**src/rtl/tcoc_pkg.sv**
```systemverilog
// Constants and state type for the timer counter and compare pin block
package tcoc_pkg;
   localparam int ADDR_W = 8;
   localparam logic [7:0] ADDR_SELECT = 8'h00;
   localparam logic [7:0] ADDR_MASK7 = 8'h02;
   localparam logic [7:0] ADDR_DATA7 = 8'h03;
   localparam logic [7:0] ADDR_CNT_HI = 8'h04;
   localparam logic [7:0] ADDR_CNT_LO = 8'h05;
   localparam logic [7:0] ADDR_SYSCTL = 8'h06;
   localparam logic [7:0] ADDR_TOGGLE = 8'h07;
   localparam logic [7:0] ADDR_ACT_UP = 8'h08;
   localparam logic [7:0] ADDR_ACT_LO = 8'h09;
   localparam logic [7:0] ADDR_PRESCALE = 8'h0d;
   localparam logic [7:0] ADDR_CHAN_FIRST = 8'h10;
   localparam logic [7:0] ADDR_CHAN_LAST = 8'h1f;
   localparam logic [7:0] ADDR_ACC_HI = 8'h22;
   localparam logic [7:0] ADDR_ACC_LO = 8'h23;
   localparam int BIT_ON = 7;
   localparam int BIT_WAIT = 6;
   localparam int BIT_FRZ = 5;
   localparam int BIT_QCLR = 4;
   localparam logic [7:0] SYSCTL_MASK = 8'hf0;
   localparam logic [7:0] CHAN_MASK = 8'hfc;
   localparam logic [15:0] ACT_MASK = 16'hfff0;
   localparam int CH_LO = 2;
   localparam int CH_HI = 7;
   localparam int PRE_W = 7;
   localparam logic [5:0] DIV64_PHASE = 6'h3f;
   localparam logic [15:0] CNT_MAX = 16'hffff;
   localparam logic [7:0] RST_BYTE = 8'h00;
   localparam logic [15:0] RST_WORD = 16'h0000;
   typedef enum logic [1:0] {TCOC_ACT_OFF, TCOC_ACT_TOGGLE, TCOC_ACT_LOW, TCOC_ACT_HIGH} tcoc_act_t;
   typedef struct packed {
      logic [7:0] select;
      logic [7:0] mask7;
      logic [7:0] data7;
      logic [7:0] toggle;
      logic [7:0] ctl;
      logic [15:0] action;
      logic [15:0] counter;
      logic [2:0] prescale;
      logic [PRE_W-1:0] pre;
      logic [7:0] rdData;
      logic tick;
      logic div64;
      logic ovf;
      logic ovfClr;
      logic accClr;
      logic accHalt;
      logic wakeOk;
      logic [7:2] chanClr;
      logic [7:2] pinVal;
      logic [7:2] pinOeB;
   } tcoc_state_t;
endpackage

```
**src/rtl/tcoc_timer.sv**
```systemverilog
// Timer main counter, prescaler, system control and compare pin actions
//
// Chosen here: the plain strobed port.
`timescale 1ns/1ps
// What this block does
// - Channel 7 compare copies masked data to pins
// - Main counter is 16-bit up, two bytes
// - Counter writable only in test mode
// - First count after write may vary
// - Enable bit low stops timer and counter
// - No divide-by-64 clock while timer inactive
// - Halt-in-wait stops timer, accumulator, wakeup
// - Halt-in-freeze stops counter only
// - Quick clear on channel register access
// - Quick clear overflow flag on counter access
// - Quick clear accumulator flags on count access
// - Overflow toggles compare pins if enabled
// - Channel 7 override, then toggle, then force
// - Two-bit code: off, toggle, low, high
// - Nonzero code makes pin a compare output
// - Channel 7 pin follows mask bit 7 choice
// - Equal compares give channel 7 data priority
// - Prescaler divides by 1 to 128
module tcoc_timer
(
   input wire logic clk,
   input wire logic rst_b,
   input wire logic [tcoc_pkg::ADDR_W-1:0] regAddr,
   input wire logic [7:0] regWrData,
   input wire logic regWr,
   input wire logic regRd,
   output logic [7:0] regRdData,
   input wire logic testMode,
   input wire logic waitMode,
   input wire logic freezeMode,
   input wire logic [7:2] compareHit,
   input wire logic [7:2] forceAction,
   output logic [15:0] counterValue,
   output logic tickPulse,
   output logic div64Pulse,
   output logic overflowPulse,
   output logic ovfFlagClr,
   output logic accFlagClr,
   output logic [7:2] chanFlagClr,
   output logic accHalt,
   output logic wakeAllowed,
   output logic [7:2] pinOut,
   output logic [7:2] pinOeB
);
   import tcoc_pkg::*;

   tcoc_state_t st_ff;
   tcoc_state_t nxt_st;
   logic active;
   logic cntRun;
   logic tickNow;
   logic cntAdv;
   logic ovfNow;
   logic [PRE_W-1:0] divMask;
   logic [2:0] chIdx;
   logic chanAcc;
   logic [1:0] code;
   logic ownEv;
   logic overrideEv;
   logic togEv;

   always_comb
   begin
      nxt_st = st_ff;
      code = 2'b00;
      ownEv = 1'b0;
      overrideEv = 1'b0;
      togEv = 1'b0;
      // Freeze stops only the counter, so the prescaler keeps feeding the accumulator
      active = st_ff.ctl[BIT_ON] & ~(st_ff.ctl[BIT_WAIT] & waitMode);
      cntRun = active & ~(st_ff.ctl[BIT_FRZ] & freezeMode);
      divMask = PRE_W'((8'h01 << st_ff.prescale) - 8'h01);
      tickNow = active & ((st_ff.pre & divMask) == divMask);
      cntAdv = tickNow & cntRun;
      ovfNow = cntAdv & (st_ff.counter == CNT_MAX);
      chIdx = regAddr[3:1];
      chanAcc = (regAddr >= ADDR_CHAN_FIRST) && (regAddr <= ADDR_CHAN_LAST);

      // Prescaler restarts when the timer is off; a new divide applies from the next cycle
      nxt_st.pre = active ? PRE_W'(st_ff.pre + 7'h01) : '0;
      nxt_st.tick = tickNow;
      nxt_st.div64 = active & (st_ff.pre[5:0] == DIV64_PHASE);
      nxt_st.accHalt = st_ff.ctl[BIT_WAIT] & waitMode;
      nxt_st.wakeOk = ~(st_ff.ctl[BIT_WAIT] & waitMode);
      nxt_st.ovf = ovfNow;

      // Counter: test-mode write wins over the tick, prescaler phase is left alone
      if (cntAdv)
      begin
         nxt_st.counter = st_ff.counter + 16'h0001;
      end
      if (regWr && testMode && regAddr == ADDR_CNT_HI)
      begin
         nxt_st.counter[15:8] = regWrData;
      end
      if (regWr && testMode && regAddr == ADDR_CNT_LO)
      begin
         nxt_st.counter[7:0] = regWrData;
      end

      // Register writes
      if (regWr)
      begin
         unique case (regAddr)
            ADDR_SELECT: nxt_st.select = regWrData & CHAN_MASK;
            ADDR_MASK7: nxt_st.mask7 = regWrData & CHAN_MASK;
            ADDR_DATA7: nxt_st.data7 = regWrData & CHAN_MASK;
            ADDR_SYSCTL: nxt_st.ctl = regWrData & SYSCTL_MASK;
            ADDR_TOGGLE: nxt_st.toggle = regWrData & CHAN_MASK;
            ADDR_ACT_UP: nxt_st.action[15:8] = regWrData;
            ADDR_ACT_LO: nxt_st.action[7:0] = regWrData & ACT_MASK[7:0];
            ADDR_PRESCALE: nxt_st.prescale = regWrData[2:0];
            default: ;
         endcase
      end

      // Read data stand only in the cycle after the strobe
      nxt_st.rdData = RST_BYTE;
      if (regRd)
      begin
         unique case (regAddr)
            ADDR_SELECT: nxt_st.rdData = st_ff.select;
            ADDR_MASK7: nxt_st.rdData = st_ff.mask7;
            ADDR_DATA7: nxt_st.rdData = st_ff.data7;
            ADDR_CNT_HI: nxt_st.rdData = st_ff.counter[15:8];
            ADDR_CNT_LO: nxt_st.rdData = st_ff.counter[7:0];
            ADDR_SYSCTL: nxt_st.rdData = st_ff.ctl;
            ADDR_TOGGLE: nxt_st.rdData = st_ff.toggle;
            ADDR_ACT_UP: nxt_st.rdData = st_ff.action[15:8];
            ADDR_ACT_LO: nxt_st.rdData = st_ff.action[7:0];
            ADDR_PRESCALE: nxt_st.rdData = {5'h00, st_ff.prescale};
            default: nxt_st.rdData = RST_BYTE;
         endcase
      end

      // Quick flag clear strobes; unintended accesses clear flags too
      nxt_st.ovfClr = st_ff.ctl[BIT_QCLR] & (regRd | regWr)
         & (regAddr == ADDR_CNT_HI || regAddr == ADDR_CNT_LO);
      nxt_st.accClr = st_ff.ctl[BIT_QCLR] & (regRd | regWr)
         & (regAddr == ADDR_ACC_HI || regAddr == ADDR_ACC_LO);
      nxt_st.chanClr = '0;
      for (int i = CH_LO; i <= CH_HI; i++)
      begin
         if (st_ff.ctl[BIT_QCLR] && chanAcc && chIdx == 3'(i))
         begin
            nxt_st.chanClr[i] = (regRd & ~st_ff.select[i]) | (regWr & st_ff.select[i]);
         end
      end

      // Pin actions, channel 7 override first, then overflow toggle, then own compare
      for (int i = CH_LO; i <= CH_HI; i++)
      begin
         code = st_ff.action[2*i +: 2];
         overrideEv = compareHit[CH_HI] & st_ff.select[CH_HI] & st_ff.mask7[i];
         togEv = ovfNow & st_ff.toggle[i] & st_ff.select[i];
         ownEv = (compareHit[i] | forceAction[i]) & st_ff.select[i];
         if (overrideEv)
         begin
            nxt_st.pinVal[i] = st_ff.data7[i];
         end
         else if (togEv)
         begin
            nxt_st.pinVal[i] = ~st_ff.pinVal[i];
         end
         else if (ownEv)
         begin
            unique case (tcoc_act_t'(code))
               TCOC_ACT_OFF: nxt_st.pinVal[i] = st_ff.pinVal[i];
               TCOC_ACT_TOGGLE: nxt_st.pinVal[i] = ~st_ff.pinVal[i];
               TCOC_ACT_LOW: nxt_st.pinVal[i] = 1'b0;
               TCOC_ACT_HIGH: nxt_st.pinVal[i] = 1'b1;
            endcase
         end
         nxt_st.pinOeB[i] = ~(st_ff.select[i] & ((code != 2'b00) | st_ff.mask7[i]));
      end
   end

   always_ff @(posedge clk or negedge rst_b)
   begin
      if (!rst_b)
      begin
         st_ff <= '{select: RST_BYTE, mask7: RST_BYTE, data7: RST_BYTE, toggle: RST_BYTE,
            ctl: RST_BYTE, action: RST_WORD, counter: RST_WORD, prescale: 3'h0,
            pre: '0, rdData: RST_BYTE, tick: 1'b0, div64: 1'b0, ovf: 1'b0,
            ovfClr: 1'b0, accClr: 1'b0, accHalt: 1'b0, wakeOk: 1'b1,
            chanClr: 6'h00, pinVal: 6'h00, pinOeB: 6'h3f};
      end
      else
      begin
         st_ff <= nxt_st;
      end
   end

   assign regRdData = st_ff.rdData;
   assign counterValue = st_ff.counter;
   assign tickPulse = st_ff.tick;
   assign div64Pulse = st_ff.div64;
   assign overflowPulse = st_ff.ovf;
   assign ovfFlagClr = st_ff.ovfClr;
   assign accFlagClr = st_ff.accClr;
   assign chanFlagClr = st_ff.chanClr;
   assign accHalt = st_ff.accHalt;
   assign wakeAllowed = st_ff.wakeOk;
   assign pinOut = st_ff.pinVal;
   assign pinOeB = st_ff.pinOeB;

   logic cntWrite;
   assign cntWrite = regWr & testMode & (regAddr == ADDR_CNT_HI || regAddr == ADDR_CNT_LO);
endmodule

```
**config.mk**
```make
export PLATFORM = sky130hd
export DESIGN_NAME = tcoc_timer
export DESIGN_NICKNAME = d
export VERILOG_FILES = /design/src/rtl/tcoc_pkg.sv /design/src/rtl/tcoc_timer.sv
export SDC_FILE = /design/constraint.sdc
export NUM_CORES = 1
export LEC_CHECK = 0
export BUFFER_PORTS_ARGS = -buffer_cell sky130_fd_sc_hd__buf_4
export CAP_MARGIN = 5
export CORE_UTILIZATION = 57
export CTS_CLUSTER_SIZE = 28
export DETAILED_ROUTE_END_ITERATION = 12
export PLACE_DENSITY_LB_ADDON = 0.15
export SLEW_MARGIN = 20
export SYNTH_ARGS = -nofsm -noshare
export SYNTH_HDL_FRONTEND = slang
export SYNTH_SLANG_ARGS = --single-unit
```
**constraint.sdc**
```tcl
create_clock -name clk -period 2.6 [get_ports clk]
set_input_delay 0 -clock clk [delete_from_list [all_inputs] [get_ports clk]]
set_output_delay 0 -clock clk [all_outputs]
set_load 0.005 [all_outputs]
```
; ---- Word-level counts from Yosys, hierarchy flattened
; Index checks and enable logic that the tools add are counted.
[word_totals]
ff_bits = 99
input_bits = 35
word_cells = 255
[op_classes]
addsub = 3
eq_ne = 44
n_mux = 36
reduce_logical = 48
shifts = 1
n_lt_le_gt_ge = 2
bitwise = 94
[op_table]
columns = operator, n
row1 = $pmux 8 s10, 1
row2 = $and 1x1->1, 54
row3 = $eq 8x3->1 const B, 4
row4 = $reduce_and 2->1, 14
row5 = $eq 2x2->1 const B, 12
row6 = $eq 8x4->1 const B, 3
row7 = $mux 1, 24
row8 = $mux 8, 3
row9 = $not 1->1, 20
row10 = $or 1x1->1, 19
row11 = $ne 3x3->1 const B, 6
row12 = $pmux 1 s3, 6
row13 = $reduce_bool 3->1, 6
row14 = $add 16x1->16 const B, 1
row15 = $eq 16x16->1 const B, 1
row16 = $eq 8x2->1 const B, 2
row17 = $eq 8x6->1 const B, 2
row18 = $mux 16, 1
row19 = $reduce_bool 2->1, 8
row20 = $eq 2x1->1 const B, 6
row21 = $eq 3x3->1 const B, 4
row22 = $logic_not 2->1, 6
row23 = $logic_and 1x1->1, 11
row24 = $ge 8x5->1 const B, 1
row25 = other kinds (11), 13

; ---- Logic depth before layout (Yosys ltp)
; Gate-level depths: netlist (run 1).
[logic_depth]
ltp_word = 11
mapped_depth = 9
mapped_depth_nobuf = 7

; ---- Worst setup path before layout (run 1)
; OpenSTA, ideal clock, no wires.
[synth_timing]
kind = register to register
from = register st_ff (netlist bit counterValue[0])
to = register st_ff (netlist bit pinOut[4])
synth_period_minus_slack_ns = 1.850
stages_incl_launch_ff = 9
path_slack_ns = 0.750
setup_ns = 0.124
n_path_buf = 1
arrival_ns = 1.726
cell_sequence = dfrtp_1 > ha_1 > nand2_1 > nor3_4 > nand4b_1 > nor4bb_1 > buf_4 > a31oi_1 > a211o_1
[synth_rtl]
columns = item, line
row1 = start: declaration, tcoc_timer.sv:52  ; tcoc_state_t st_ff;
row2 = start signal: assignment, tcoc_timer.sv:187  ; st_ff <= '{select: RST_BYTE, mask7: RST_BYTE, data7: RST_BYTE, toggle: RST_BYTE,
row3 = start signal: assignment, tcoc_timer.sv:195  ; st_ff <= nxt_st;

==> impl_metrics.yaml, run 1 <==
status:
  status: "completed"
logic_synthesis:
  syn_inst: 539
  synth_top_area_share_pct: 42.0
  yosysWarnings: 0
  ys_seq_area_share_pct: 45.3
  ys_ff_latch: 99
  synthArstFlopShare_pct: 100
  ys_types: 59
  synth_area_per_cell_sq_um: 10.2
  synthTopCellsByArea: "dfrtp_1, mux2_2, buf_4, dfstp_2, mux2i_1"
  syn_area_sq_um: 5490
  synth-edff-count: 0
  synth_largest_area_cell: "dfrtp_1"
  syn_nets: 576
  ys.flop_type: "dfrtp_1"
layout:
  multi_input_area_sq_um: 2540
  layout_commonest_cell: "dfrtp_1"
  layout-drive-gt1-share_pct: 28.9
  final_nets: 621
  layout_common_cells: "dfrtp_1, buf_4, mux2_2, nor2_1, nand2_1"
  diodes: 0
  syn_to_final_growth_pct: 13.9
  post-route-cell-area_sq_um: 6250
  seq_area_sq_um: 2490
  fin_util_pct: 67.3
  fill_cells: 765
floorplanning:
  die_y_um: 100
  num_rows: 35
  die_x_um: 100
  io_pins: 84
  start_util_pct: 59.1
  dieArea_sq_um: 10000
  core_sq_um: 9280
detailed_routing:
  routed_wl_mm: 14.5
  drtIter0Drc: 290
  avgRoutedWirePerCell_um: 20.2
  routed_via_density: 6.20
  drc_errors: 0
  firstDrtPassIters: 5
  antenna_violating_nets_post_route: 0
  via_count: 4452
setup_path:
  crit_arrival_ns: 2.64
  worstSetupEndpointType: "flip-flop"
  cp_max_fo: 4
  r2r_slack_ns: 0.27
  r2r_start: "st_ff[79]"
  startpoint: "st_ff[79]"
  r2r-end: "chanFlagClr[2]"
  crit_path_end: "chanFlagClr[2]"
  setup.worst_path.start_class: "flip-flop"
  critical_path_class: "reg2reg"
  reg2reg_depth: 5
  required_ns: 2.91
global_route:
  grt_pass1_wl_mm: 22.9
  grt_max_degree: 53
  grt_usage_pct: 30.6
  grt-ovfl-total: 0
  antenna_found_initial: 0
  grt_pass1_vias: 4204
power_and_ir_drop:
  power_mw: 3.20
  power_switching_mw: 0.855
  ir_drop_v: 0.000328
  pwr-share-clk_pct: 34.0
  power.internal_mw: 2.35
  share_comb_of_total_power_pct: 12.5
  seqPwrFrac_pct: 53.5
  p_leak_nw: 2.89
  switching_share_pct: 26.7
  power.density_nw_per_um2: 513
clocking:
  tritoncts: "yes"
  cts_resized: 0
  clk_pin_slew_ns: 0.09
  clock_path_buffers: 2
  clkLatencyLatePin_ns: 0.37
  cts_max_level: 3
  ctsRootBufferMaster: "clkbuf_8"
  cts_buffers: 9
  cts.sinks: 99
sta:
  setup-tns-final_ns: 0
  skew_ns: 0.00884
  setup_viol: 0
  rsz0062_at_grt: "no"
  drv_slew: 0
  slew_headroom_pct: 55.8
  finalCriticalPeriod_ns: 2.33
  hold_viol: 0
  fin_crit_sh_pct: 89.6
  fmax_mhz: 429
  tightest_slew_ns: 0.664
place:
  dpl.hpwl_mm: 9.99
  port_buffers: 83
  gp_congestion: 0.915
  place_area_sq_um: 5870
min_path:
  worst_hold_path_type: "in2reg"
  hold_depth: 4
job:
  drv_cap: 0
[cells by family (layout without fill, tap and decap cells)]
kind of cell	count (synthesis)	in the layout	share of synthesized area, %
AND/OR/NAND/NOR	181	181	17.8
AO/OA/AOI/OAI	99	99	11.6
flip-flops	99	99	45.3
buffers and inverters	72	122	8.37
multiplexers	66	66	13.3
XOR/XNOR	20	20	3.19
adder cells (fa/ha/maj)	2	2	0.456
[metrics by stage]
step | worst slack (ns) | hold WS, ns | cells
6_report | 0.269 | 0.0178 | 718
5_1_grt | 0.109 | 0.0408 | 718
4_1_cts | 0.322 | 0.0171 | 718
3_5_place_dp | 0.350 | 0.0839 | 686
3_3_place_gp | 0.419 | 0.0631 | 686
2_1_floorplan | 0.750 | -0.296 | 539
[metal layers]
layer / wire, um / GRT usage (%)
met2: 6780 / 46.8
met1: 6320 / 44.1
met4: 307 / 11.0
met5: 0 / 0
met3: 1110 / 5.08
[cell type report]
class                   count  share of cell area [%]
inverters                   2                   0.120
repair buffers            104                    13.3
well taps                 129                    2.58
clock inverters             6                    1.44
multi-input cells         368                    40.7
clock buffers              10                    2.04
flip-flops and latches     99                    39.8
[worst min path at each step]
stage	start	to	slack, ns
floorplan	rst_b	accFlagClr	-0.30
CTS	regAddr[7]	chanFlagClr[4]	0.02
detailed placement	rst_b	code[1]	0.08
finish	regAddr[7]	chanFlagClr[4]	0.02
global placement	rst_b	code[0]	0.06
global route	regAddr[7]	chanFlagClr[7]	0.04
[cells in the mapped netlist, types with 3 or more instances]
cell / instances
buf_2: 5
buf_4: 46
nor3_1: 9
nand2b_1: 6
nor2b_1: 7
xor2_1: 18
nand2_1: 40
a31oi_1: 10
a211o_1: 8
nor2_1: 42
nand4_1: 14
dfrtp_1: 92
and3_1: 8
nand4b_1: 3
o31ai_1: 6
o21ai_0: 12
o21a_1: 5
nor4_1: 8
mux2_2: 47
mux2i_1: 18
buf_1: 7
clkbuf_1: 9
a21oi_1: 35
a22oi_1: 10
nand3_1: 19
dfstp_2: 7
and4_1: 3
[state kept, by name, summed over array words and instances, names as in the netlist]
register and count:
chanFlagClr 6, accHalt 1, accFlagClr 1, pinOeB 6, div64Pulse 1, ovfFlagClr 1, counterValue 16, st_ff 48
regRdData 8, tickPulse 1, pinOut 6, wakeAllowed 1, overflowPulse 1, code 2
[power groups by stage]
stage	registers (mW)	clock network (mW)	logic (mW)
after CTS	1.71	1.11	0.399
after global routing	1.72	1.18	0.438
final	1.71	1.09	0.400
after global placement	1.73	0	0.375
after detailed placement	1.74	0	0.382
after floorplan	1.70	0	0.251
[critical path: stages, from the launching register on]
cell	delay, ns
dfrtp_1	0.44
nand2_1	0.08
or4_1	0.42
dlygate4sd3_1	0.61
nor3_1	0.16
dlygate4sd3_1	0.56
[what timing repair did]
action | in CTS | in global routing
endpoints found under the hold margin | 108 | 0
setup buffers | 0 | 0
hold buffers | 16 | 0
(Power assumes the default switching activity.)
==> run 2, diff against run 1 <==
- ABC_CLOCK_PERIOD_IN_PS: not set -> 2600
- CORE_UTILIZATION: 57 -> 59
- CTS_BUF_LIST: not set -> sky130_fd_sc_hd__clkbuf_4
==> impl_metrics.yaml, run 2 (synthesis results as in run 1) <==
setup_path:
  critical_path_class: "reg2reg"
  crit_arrival_ns: 2.75
  required_ns: 2.95
  cp_max_fo: 7
  worstSetupEndpointType: "flip-flop"
  setup.worst_path.start_class: "flip-flop"
clocking:
  cts_max_level: 3
  clock_path_buffers: 2
  cts_resized: 0
  cts_buffers: 9
  tritoncts: "yes"
  holdBufCountCts: 25
  postCtsSetupBuffers: 0
  cts.sinks: 99
  clkLatencyLatePin_ns: 0.46
  ctsRootBufferMaster: "clkbuf_4"
  clk_pin_slew_ns: 0.15
power_and_ir_drop:
  power.density_nw_per_um2: 476
  p_leak_nw: 2.89
  power_mw: 2.97
  ir_drop_v: 0.000322
min_path:
  worst_hold_path_type: "in2reg"
floorplanning:
  start_util_pct: 62.0
  die_x_um: 98.4
  die_y_um: 98.4
  core_sq_um: 8850
  dieArea_sq_um: 9690
  io_pins: 84
  num_rows: 34
sta:
  fmax_mhz: 417
  finalCriticalPeriod_ns: 2.40
  setup-tns-final_ns: 0
  rsz0062_at_grt: "no"
  skew_ns: 0.0120
  slew_headroom_pct: 63.0
  fin_crit_sh_pct: 92.2
  hold_viol: 0
  setup_viol: 0
  drv_slew: 0
  tightest_slew_ns: 0.553
global_route:
  grt_pass1_vias: 4320
  grt_max_degree: 58
  grt-ovfl-total: 0
  antenna_found_initial: 0
  grt_usage_pct: 31.8
  grt_pass1_wl_mm: 23.4
detailed_routing:
  avgRoutedWirePerCell_um: 20.6
  drc_errors: 7
  firstDrtPassIters: 9
  drtIter0Drc: 403
  via_count: 4492
  antenna_violating_nets_post_route: 0
  routed_wl_mm: 14.6
  routed_via_density: 6.36
layout:
  largest_register_ffs: 48
  layout_common_cells: "dfrtp_1, buf_4, mux2_2, nor2_1, nand2_1"
  diodes: 0
  layout_commonest_cell: "dfrtp_1"
  final_nets: 630
  syn_to_final_growth_pct: 13.6
  layout-drive-gt1-share_pct: 28.4
  largest-register: "st_ff"
  post-route-cell-area_sq_um: 6240
status:
  violations: "design-rule violations"
  status: "complete, but fails checks"
place:
  place_area_sq_um: 5840
  gp_congestion: 0.914
  dpl.hpwl_mm: 9.95
  port_buffers: 83
job:
  drv_cap: 0
-- run 2: cell count changes in the layout (fill, tap and decap cells not counted), sizes merged --
cell         change
bufinv           -1
clkinvlp         +1
dlygate4sd3      +9
-- run 2: path summary, 6_finish.rpt --
kind	cells after the start	endpoint	slack (ns)	start
worst max-delay path	8	pinOut[4]	0.20	counterValue[0]
worst min-delay path	4	pinOut[7]	0.03	compareHit[7]
worst max register to register	8	pinOut[4]	0.20	counterValue[0]
max in group asynchronous	3	pinOeB[4]	1.82	rst_b
min in group asynchronous	2	regRdData[3]	0.05	rst_b
worst min register to register	1	pinOeB[5]	0.49	st_ff[104]
-- run 2: metal layers --
metal / vias up / track usage (%) / part of all wire [%]
li1: 2018 / - / -
met1: 2204 / 44.8 / 41
met2: 241 / 50.7 / 48
met3: 29 / 4.33 / 8.2
met4: 0 / 11.7 / 2.4
met5: - / 0 / 0
-- run 2: power by group --
| part | switching (mW) | internal [mW] |
|---|---|---|
| Clock | 0.536 | 0.305 |
| Sequential | 0.111 | 1.61 |
| Combinational | 0.201 | 0.206 |
| Total | 0.849 | 2.12 |
-- run 2: worst max-delay path, stage by stage, from the launching register on --
cell      delay [ns]
dfrtp_1         0.49
ha_1            0.22
nand2_1         0.11
nor3_4          0.26
nand4b_1        0.14
nor4bb_1        0.43
buf_4           0.26
a31oi_1         0.11
a211o_1         0.28
-- run 2: area by class of cell --
class / instances / area (sq um)
inverters: 2 / 7.51
clock inverters: 6 / 66.3
fillers: 687 / 2610
well taps: 108 / 135
clock buffers: 10 / 75.1
multi-input cells: 368 / 2540
flip-flops and latches: 99 / 2490
repair buffers: 113 / 923
-- run 2: per-stage QoR --
step | utilization [%] | hold WS, ns | std cells | setup slack (ns)
finish | 70.5 | 0.0286 | 706 | 0.202
CTS | 70.5 | 0.0308 | 706 | 0.227
floorplan | - | -0.296 | 539 | 0.750
global placement | 66.0 | 0.0123 | 665 | 0.434
detailed placement | 66.0 | 0.0146 | 665 | 0.248
global route | 70.5 | 0.0716 | 706 | 0.0492
